--- src/logic/pfrs_regs.svh ---
// register offsets, field positions, reset values of the flag and reset-cause block
// assumes inclusion by bare name from the package and the design files
`ifndef PFRS_REGS_SVH
`define PFRS_REGS_SVH
`define PFRS_IDX_REQ 8'h0D
`define PFRS_IDX_PWR 8'h8E
`define PFRS_ADDR_REQ 12'h034
`define PFRS_ADDR_PWR 12'h238
`define PFRS_ADDR_MASK 12'h400
`define PFRS_ADDR_IRQST 12'h404
`define PFRS_ADDR_CFG 12'h408
`define PFRS_BIT_OSF 7
`define PFRS_BIT_CMP2 6
`define PFRS_BIT_CMP1 5
`define PFRS_BIT_NVW 4
`define PFRS_BIT_ULPW 5
`define PFRS_BIT_SBOR 4
`define PFRS_BIT_POR 1
`define PFRS_BIT_BOR 0
`define PFRS_REQ_IMPL 8'hF0
`define PFRS_PWR_IMPL 8'h33
`define PFRS_PWR_RESET 8'h10
`define PFRS_BOR_SOFT_MODE 2'h1
`define PFRS_NUM_EVT 6
`endif

--- src/logic/pfrs_pkg.sv ---
// types of the flag and reset-cause block
// assumes the constants header is on the include path
package pfrs_pkg;
`include "pfrs_regs.svh"
  typedef logic [7:0] pfrs_byte_type;
  typedef logic [1:0] pfrs_resp_type;
  typedef enum logic [1:0] {PFRS_RSP_OKAY = 2'h0, PFRS_RSP_SLVERR = 2'h2} pfrs_rsp_type;
endpackage : pfrs_pkg

--- src/logic/pfrs_sync.sv ---
// three-flop synchroniser for one asynchronous level
// assumes the input may change at any time relative to clk_i
`timescale 1ns/10ps
module pfrs_sync
(
  input wire logic clk_i,
  input wire logic rst_i,
  input wire logic async_i,
  output logic level_o
);
  logic s1_q;
  logic s2_q;
  logic s3_q;
  always_ff @(posedge clk_i)
  begin
    if (rst_i)
    begin
      s1_q <= 1'b0;
      s2_q <= 1'b0;
      s3_q <= 1'b0;
      level_o <= 1'b0;
    end
    else
    begin
      s1_q <= async_i;
      s2_q <= s1_q;
      s3_q <= s2_q;
      // change taken once the later two stages agree
      if (s2_q == s3_q)
      begin
        level_o <= s3_q;
      end
    end
  end
endmodule : pfrs_sync

--- src/logic/pfrs_top.sv ---
// request flags and power control / reset cause registers behind AXI4-Lite
// assumes event sources are asynchronous pins; cpu reaches registers over AXI4-Lite
`timescale 1ns/10ps
`include "pfrs_regs.svh"
module pfrs_top
(
  input wire logic clk_i,
  input wire logic rst_i,
  input wire logic [11:0] s_axi_awaddr,
  input wire logic s_axi_awvalid,
  output logic s_axi_awready,
  input wire logic [31:0] s_axi_wdata,
  input wire logic [3:0] s_axi_wstrb,
  input wire logic s_axi_wvalid,
  output logic s_axi_wready,
  output pfrs_pkg::pfrs_resp_type s_axi_bresp,
  output logic s_axi_bvalid,
  input wire logic s_axi_bready,
  input wire logic [11:0] s_axi_araddr,
  input wire logic s_axi_arvalid,
  output logic s_axi_arready,
  output logic [31:0] s_axi_rdata,
  output pfrs_pkg::pfrs_resp_type s_axi_rresp,
  output logic s_axi_rvalid,
  input wire logic s_axi_rready,
  input wire logic osc_fail_i,
  input wire logic cmp_one_output_i,
  input wire logic cmp_two_output_i,
  input wire logic nv_write_busy_i,
  input wire logic por_event_i,
  input wire logic bor_event_i,
  input wire logic wdt_event_i,
  input wire logic pin_reset_event_i,
  input wire logic [1:0] brownout_config_mode_i,
  output logic ultra_low_power_wake_en_o,
  output logic brownout_detect_en_o,
  output logic irq_o
);
  import pfrs_pkg::*;

  // event pins plus watchdog and pin-reset causes
  localparam int NS = `PFRS_NUM_EVT + 2;
  logic [NS-1:0] raw;
  logic [NS-1:0] lvl;
  logic [NS-1:0] lvl_q;
  logic osf_ev;
  logic cmp1_ev;
  logic cmp2_ev;
  logic nvw_ev;
  logic por_ev;
  logic bor_ev;
  logic wdt_ev;
  logic pin_ev;

  assign raw = {pin_reset_event_i, wdt_event_i, bor_event_i, por_event_i, nv_write_busy_i,
                cmp_two_output_i, cmp_one_output_i, osc_fail_i};

  genvar gi;
  generate
    for (gi = 0; gi < NS; gi++)
    begin : g_sync
      pfrs_sync u_sync
      (
        .clk_i(clk_i),
        .rst_i(rst_i),
        .async_i(raw[gi]),
        .level_o(lvl[gi])
      );
    end
  endgenerate

  // edge history of the synchronised levels
  always_ff @(posedge clk_i)
  begin
    if (rst_i)
    begin
      lvl_q <= '0;
    end
    else
    begin
      lvl_q <= lvl;
    end
  end

  assign osf_ev = lvl[0] & ~lvl_q[0];
  assign cmp1_ev = lvl[1] ^ lvl_q[1];
  assign cmp2_ev = lvl[2] ^ lvl_q[2];
  assign nvw_ev = ~lvl[3] & lvl_q[3];
  assign por_ev = lvl[4] & ~lvl_q[4];
  assign bor_ev = lvl[5] & ~lvl_q[5];
  assign wdt_ev = lvl[6] & ~lvl_q[6];
  assign pin_ev = lvl[7] & ~lvl_q[7];

  // ---------------- AXI4-Lite slave
  logic aw_q;
  logic w_q;
  logic [11:0] awaddr_q;
  logic [31:0] wdata_q;
  logic [3:0] wstrb_q;
  logic wr_do;
  logic rd_do;
  logic wr_hit;
  logic rd_hit;
  logic [31:0] rd_val;
  logic req_wr;
  logic pwr_wr;
  logic mask_wr;
  logic cfg_wr;
  logic irqst_rd_clr;

  assign s_axi_awready = ~aw_q & ~s_axi_bvalid;
  assign s_axi_wready = ~w_q & ~s_axi_bvalid;
  assign s_axi_arready = ~s_axi_rvalid;
  assign wr_do = aw_q & w_q & ~s_axi_bvalid;
  assign rd_do = s_axi_arvalid & s_axi_arready;

  always_ff @(posedge clk_i)
  begin
    if (rst_i)
    begin
      aw_q <= 1'b0;
      w_q <= 1'b0;
      awaddr_q <= 12'h000;
      wdata_q <= 32'h00000000;
      wstrb_q <= 4'h0;
    end
    else
    begin
      if (s_axi_awvalid && s_axi_awready)
      begin
        aw_q <= 1'b1;
        awaddr_q <= s_axi_awaddr;
      end
      else if (wr_do)
      begin
        aw_q <= 1'b0;
      end
      if (s_axi_wvalid && s_axi_wready)
      begin
        w_q <= 1'b1;
        wdata_q <= s_axi_wdata;
        wstrb_q <= s_axi_wstrb;
      end
      else if (wr_do)
      begin
        w_q <= 1'b0;
      end
    end
  end

  assign wr_hit = (awaddr_q & 12'hFFC) inside {`PFRS_ADDR_REQ, `PFRS_ADDR_PWR, `PFRS_ADDR_MASK,
                                               `PFRS_ADDR_IRQST, `PFRS_ADDR_CFG};

  // only byte lane 0 carries register data
  assign req_wr = wr_do & wstrb_q[0] & ((awaddr_q & 12'hFFC) == `PFRS_ADDR_REQ);
  assign pwr_wr = wr_do & wstrb_q[0] & ((awaddr_q & 12'hFFC) == `PFRS_ADDR_PWR);
  assign mask_wr = wr_do & wstrb_q[0] & ((awaddr_q & 12'hFFC) == `PFRS_ADDR_MASK);
  assign cfg_wr = wr_do & wstrb_q[0] & ((awaddr_q & 12'hFFC) == `PFRS_ADDR_CFG);
  assign irqst_rd_clr = rd_do & ((s_axi_araddr & 12'hFFC) == `PFRS_ADDR_IRQST);

  always_ff @(posedge clk_i)
  begin
    if (rst_i)
    begin
      s_axi_bvalid <= 1'b0;
      s_axi_bresp <= PFRS_RSP_OKAY;
    end
    else if (wr_do)
    begin
      s_axi_bvalid <= 1'b1;
      s_axi_bresp <= wr_hit ? PFRS_RSP_OKAY : PFRS_RSP_SLVERR;
    end
    else if (s_axi_bready)
    begin
      s_axi_bvalid <= 1'b0;
    end
  end

  // ---------------- register state
  pfrs_byte_type req_q;
  pfrs_byte_type pwr_q;
  logic [7:0] mask_q;
  logic [7:0] irqst_q;
  logic [3:0] cause_q;
  logic [7:0] wd;
  logic [7:0] evt;

  assign wd = wdata_q[7:0];

  // request flags: hardware set beats software clear
  always_ff @(posedge clk_i)
  begin
    if (rst_i)
    begin
      req_q <= 8'h00;
    end
    else
    begin
      if (req_wr)
      begin
        req_q <= wd & `PFRS_REQ_IMPL;
      end
      // set regardless of any enable
      if (osf_ev)
      begin
        req_q[`PFRS_BIT_OSF] <= 1'b1;
      end
      if (cmp2_ev)
      begin
        req_q[`PFRS_BIT_CMP2] <= 1'b1;
      end
      if (cmp1_ev)
      begin
        req_q[`PFRS_BIT_CMP1] <= 1'b1;
      end
      if (nvw_ev)
      begin
        req_q[`PFRS_BIT_NVW] <= 1'b1;
      end
    end
  end

  // power control: POR clears the POR, BOR and ULPW bits, BOR clears its own bit, events win over writes
  always_ff @(posedge clk_i)
  begin
    if (rst_i)
    begin
      pwr_q <= `PFRS_PWR_RESET;
    end
    else
    begin
      if (pwr_wr)
      begin
        pwr_q <= wd & `PFRS_PWR_IMPL;
      end
      if (por_ev)
      begin
        pwr_q[`PFRS_BIT_POR] <= 1'b0;
        pwr_q[`PFRS_BIT_BOR] <= 1'b0;
        pwr_q[`PFRS_BIT_ULPW] <= 1'b0;
      end
      else if (bor_ev)
      begin
        pwr_q[`PFRS_BIT_BOR] <= 1'b0;
      end
    end
  end

  // watchdog and pin causes, sticky, cleared by software write
  always_ff @(posedge clk_i)
  begin
    if (rst_i)
    begin
      cause_q <= 4'h0;
    end
    else
    begin
      if (cfg_wr)
      begin
        cause_q <= cause_q & ~wd[3:0];
      end
      if (wdt_ev)
      begin
        cause_q[0] <= 1'b1;
      end
      if (pin_ev)
      begin
        cause_q[1] <= 1'b1;
      end
    end
  end

  assign ultra_low_power_wake_en_o = pwr_q[`PFRS_BIT_ULPW];
  // soft enable only counts in mode 01, other modes leave detection as configured
  assign brownout_detect_en_o = (brownout_config_mode_i == `PFRS_BOR_SOFT_MODE) ?
                                pwr_q[`PFRS_BIT_SBOR] : brownout_config_mode_i[1];

  // ---------------- interrupt status, mask, output
  assign evt = {osf_ev, cmp2_ev, cmp1_ev, nvw_ev, por_ev, bor_ev, wdt_ev, pin_ev};

  always_ff @(posedge clk_i)
  begin
    if (rst_i)
    begin
      mask_q <= 8'h00;
    end
    else if (mask_wr)
    begin
      mask_q <= wd;
    end
  end

  always_ff @(posedge clk_i)
  begin
    if (rst_i)
    begin
      irqst_q <= 8'h00;
    end
    else
    begin
      irqst_q <= (irqst_rd_clr ? 8'h00 : irqst_q) | evt;
    end
  end

  assign irq_o = |(irqst_q & mask_q);

  // ---------------- read channel
  always_comb
  begin
    rd_hit = 1'b1;
    rd_val = 32'h00000000;
    unique case (s_axi_araddr & 12'hFFC)
      `PFRS_ADDR_REQ:
        rd_val = {24'h000000, req_q & `PFRS_REQ_IMPL};
      `PFRS_ADDR_PWR:
        rd_val = {24'h000000, pwr_q & `PFRS_PWR_IMPL};
      `PFRS_ADDR_MASK:
        rd_val = {24'h000000, mask_q};
      `PFRS_ADDR_IRQST:
        rd_val = {24'h000000, irqst_q};
      `PFRS_ADDR_CFG:
        rd_val = {28'h0000000, cause_q};
      default:
        rd_hit = 1'b0;
    endcase
  end

  always_ff @(posedge clk_i)
  begin
    if (rst_i)
    begin
      s_axi_rvalid <= 1'b0;
      s_axi_rdata <= 32'h00000000;
      s_axi_rresp <= PFRS_RSP_OKAY;
    end
    else if (rd_do)
    begin
      s_axi_rvalid <= 1'b1;
      s_axi_rdata <= rd_val;
      s_axi_rresp <= rd_hit ? PFRS_RSP_OKAY : PFRS_RSP_SLVERR;
    end
    else if (s_axi_rready)
    begin
      s_axi_rvalid <= 1'b0;
    end
  end
endmodule : pfrs_top

--- config.mk ---
export PLATFORM = sky130hd
export DESIGN_NAME = pfrs_top
export DESIGN_NICKNAME = d
export VERILOG_FILES = /design/src/logic/pfrs_pkg.sv /design/src/logic/pfrs_sync.sv /design/src/logic/pfrs_top.sv
export VERILOG_INCLUDE_DIRS = /design/src /design/src/logic
export SDC_FILE = /design/constraint.sdc
export NUM_CORES = 1
export LEC_CHECK = 0
export ABC_CLOCK_PERIOD_IN_PS = 4700
export CAP_MARGIN = 25
export CORE_UTILIZATION = 60
export CTS_CLUSTER_DIAMETER = 50
export DETAILED_ROUTE_END_ITERATION = 6
export DONT_BUFFER_PORTS = 1
export PLACE_DENSITY = 0.76
export REMOVE_ABC_BUFFERS = 1
export SKIP_LAST_GASP = 1
export SYNTH_ARGS = -nofsm -noshare
export SYNTH_HDL_FRONTEND = slang
export SYNTH_SLANG_ARGS = --single-unit
--- constraint.sdc ---
create_clock -name clk_i -period 4.7 [get_ports clk_i]
set_clock_uncertainty 0.1 [all_clocks]
set_input_delay 0.235 -clock clk_i [delete_from_list [all_inputs] [get_ports clk_i]]
set_output_delay 0.235 -clock clk_i [all_outputs]
set_load 0.02 [all_outputs]
==> impl_results.md <==
* Largest net degree at the start of global routing at 87
* Slowest CP cell: or4_1
* Min-delay worst type: input pin to flip-flop
* Internal at 1180 uW
* CTS buffer count at 9
* Final net count at 551
* Post-layout min period at 2210 ps
* FF-to-FF Start: awaddr_q[6]
* Most frequent cells in the layout: 101 x dfxtp_1, 66 x nand2_1, 59 x a21oi_1
* Critical path class: flip-flop to flip-flop
* Pre-Repair DR Iteration Count at 7
* Ys Warns at 0
* Worst Max-Slew Pin Slew at 765 ps
* CP Cell Sequence: or4_1, or4_1, mux2i_1, a21oi_1
* Final Instance Area at 4490 um2
* CTS tree: done
* Worst Hold Launch: rst_i
* Via count at 3157
* Die height at 84.0 um
* Core Area at 6420 um2
* Row count at 29
* CP startpoint kind: flip-flop
* Hold path depth at 2
* Hold Path Sink: pwr_q[4]
* Fmax at 452 MHz
* Worst flop-to-flop path endpoint: req_q[6]
* Fill cell count at 497
* CP arrival at 2360 ps
* Cells after Synth at 451
* Via density at 5.69
* Slew Limit Fails at 0
* Tot Pwr at 1560 uW
* Die Footprint at 7060 um2
* Most area-consuming cells after synthesis: dfxtp_1 50%, a21oi_1 7.3%, nand2_1 6.1%, nor2b_1 5.3%, buf_4 4.8%
* Placed inst area at 3940 um2
* EDFF count, synth at 0
* Final hold violations at 0
* Initial Utilization at 0.629
* Clk slew on worst S/H paths at 90 ps
* DRC viols at 16
* Post-DP HPWL at 5020 um
* # diodes at 0
* Clk sink count at 101
* Final ANT Viol Nets at 0
* Final Cycle Share at 0.471
* Global-route wire length before repair at 13200 um
* Root buffer cell: clkbuf_8
* Psw at 376 uW
* Synth area leader: dfxtp_1
* Status: complete, but fails checks
* Critical path capture point type: flip-flop
* Slew margin rel. at 0.483
* Clock latency on the worst-skew pair at 360 ps
* Synth Cell Area at 4040 um2
* Share of cells above drive strength 1 at 0.0481
* Routability Congestion at 0.816
* Seq/Total Area, Yosys at 0.501
* H-tree Lvls at 3
* Cell leakage power at 0.00163 uW
* Share of power burned in registers at 0.578
* Yosys cell types at 45
* VDD IR max at 0.212 mV
* Worst Path Required at 4840 ps
* Remaining global-route overflow at 0
* Pwr dens at 348 nW/um2
* Initial antenna violation count at 0
* Top-area cell type share of the netlist area at 0.501
* Most common cell after layout, fill and taps aside: dfxtp_1
* Hold Slack at 34.5 ps
* Most used cell, CP: or4_1
* Buf/Inv on CP at 0
* Max-cap violations at 0
* Internal reg-to-reg setup slack at 2490 ps
* Critical Path Max Stage Delay at 720 ps
* Syn Area/Cell at 8.95 um2
* Async SR Flop Fraction at 0
* Worst-path fanout max at 7
* Net Sw Frac at 0.241
* Comb power frac at 0.078
* Setup-failing EPs final at 0
* RSZ-0062 raised after global routing: no
* Area Overhead vs Synth at 11.2%
* All-Layer GR Usage at 0.238
* Register bit total from synthesis at 101
* Vias in the first global route at 2901
* Setup TNS at 0 ps
* Routed wire per std cell at 14.4 um
* IO Count at 121
* CTS max path bufs at 2
* Detailed Route Iter0 Violations at 225
* Die extent in x at 84.0 um
* I/O Buffers at 0
* Failing checks: DRC
* Worst path top cell family by delay: simple AND/OR/NAND/NOR gates
* Reg2Reg Depth at 4
* Synth Flop Type: dfxtp_1
* Total wire length at 8010 um
* Clock network fraction of total power at 0.343
[cell families (layout without fill, tap and decap cells)]
group	Yosys count	after routing	share of synthesized area
other	1	26	0.000929
buffers and inverters	55	57	0.0778
XOR/XNOR	2	2	0.00434
multiplexers	10	10	0.0248
AO/OA/AOI/OAI	112	112	0.166
AND/OR/NAND/NOR	170	170	0.225
flip-flops	101	101	0.501
[routing by layer]
metal	wire length, um	vias to the layer above	share of wire	GRT usage
met5	0	-	0	0
met4	208	0	0.026	0.102
met3	538	17	0.067	0.0663
met2	3560	128	0.44	0.376
met1	3700	1452	0.46	0.305
li1	-	1560	-	-
[cell usage after synthesis, types with 3 or more instances]
cell type    n
nor2b_1     34
o311ai_0     4
a22oi_1      8
a21oi_1     59
clkbuf_1    17
nor2_1       9
inv_1        8
or2_2        3
o21ai_0     22
nand4_1     10
dfxtp_1    101
buf_4       26
nand3_1     18
a211oi_1     3
and3b_1      3
nand2_1     66
nand2b_1     7
mux2i_1     10
a22o_1       8
[through the flow]
stage,instances,utilization,setup slack (ps)
after floorplan,429,-,2660
after detailed placement,506,0.614,2490
after global placement,506,0.614,2500
after CTS,554,0.698,2490
final,555,0.699,2490
after global routing,555,0.699,2400
[sequential cells by signal (all words and copies together), names as in the netlist, 8 cells and up]
signal / flops
lvl_q: 8
irqst_q: 8
g_sync.u_sync.level_o: 8
g_sync.u_sync.s3_q: 8
s_axi_rdata: 8
mask_q: 8
g_sync.u_sync.s2_q: 8
g_sync.u_sync.s1_q: 8
wdata_q: 8
awaddr_q: 10
[power groups by stage]
| stage | combinational [uW] | sequential [uW] | clock (uW) |
|---|---|---|---|
| 6_report | 122 | 902 | 536 |
| 5_1_grt | 134 | 905 | 583 |
| 4_1_cts | 119 | 901 | 552 |
| 3_5_place_dp | 85.4 | 921 | 0 |
| 3_3_place_gp | 83.3 | 920 | 0 |
| 2_1_floorplan | 75.2 | 915 | 0 |
[how the worst max path moves through the flow]
stage / end / slack [ps] / from / cells past startpoint
final: req_q[6] / 2490 / awaddr_q[6] / 4
after detailed placement: s_axi_rdata[1] / 2490 / s_axi_araddr[4] / 4
after global placement: s_axi_rdata[0] / 2500 / s_axi_araddr[4] / 4
after floorplan: cause_q[1] / 2660 / awaddr_q[6] / 4
after global routing: req_q[5] / 2400 / awaddr_q[6] / 4
after CTS: req_q[6] / 2490 / awaddr_q[6] / 4
[area by class of cell]
| class | count | area [um2] | share of cell area |
|---|---|---|---|
| multi-input cells | 320 | 1800 | 0.400 |
| well taps | 77 | 96.3 | 0.0215 |
| flip-flops and latches | 101 | 2020 | 0.451 |
| inverters | 8 | 30.0 | 0.00669 |
| clock buffers | 12 | 145 | 0.0323 |
| clock inverters | 3 | 46.3 | 0.0103 |
| repair buffers | 34 | 353 | 0.0786 |
[repair_timing]
| action | 4_1_cts | 5_1_grt |
|---|---|---|
| endpoints found under the setup margin | 0 | 0 |
| gates resized for setup | 0 | 0 |
| buffers inserted | 0 | 0 |
| hold buffers | 33 | 0 |
| endpoints found under the hold margin | 87 | 0 |
Power figures use the tool's default switching activity.
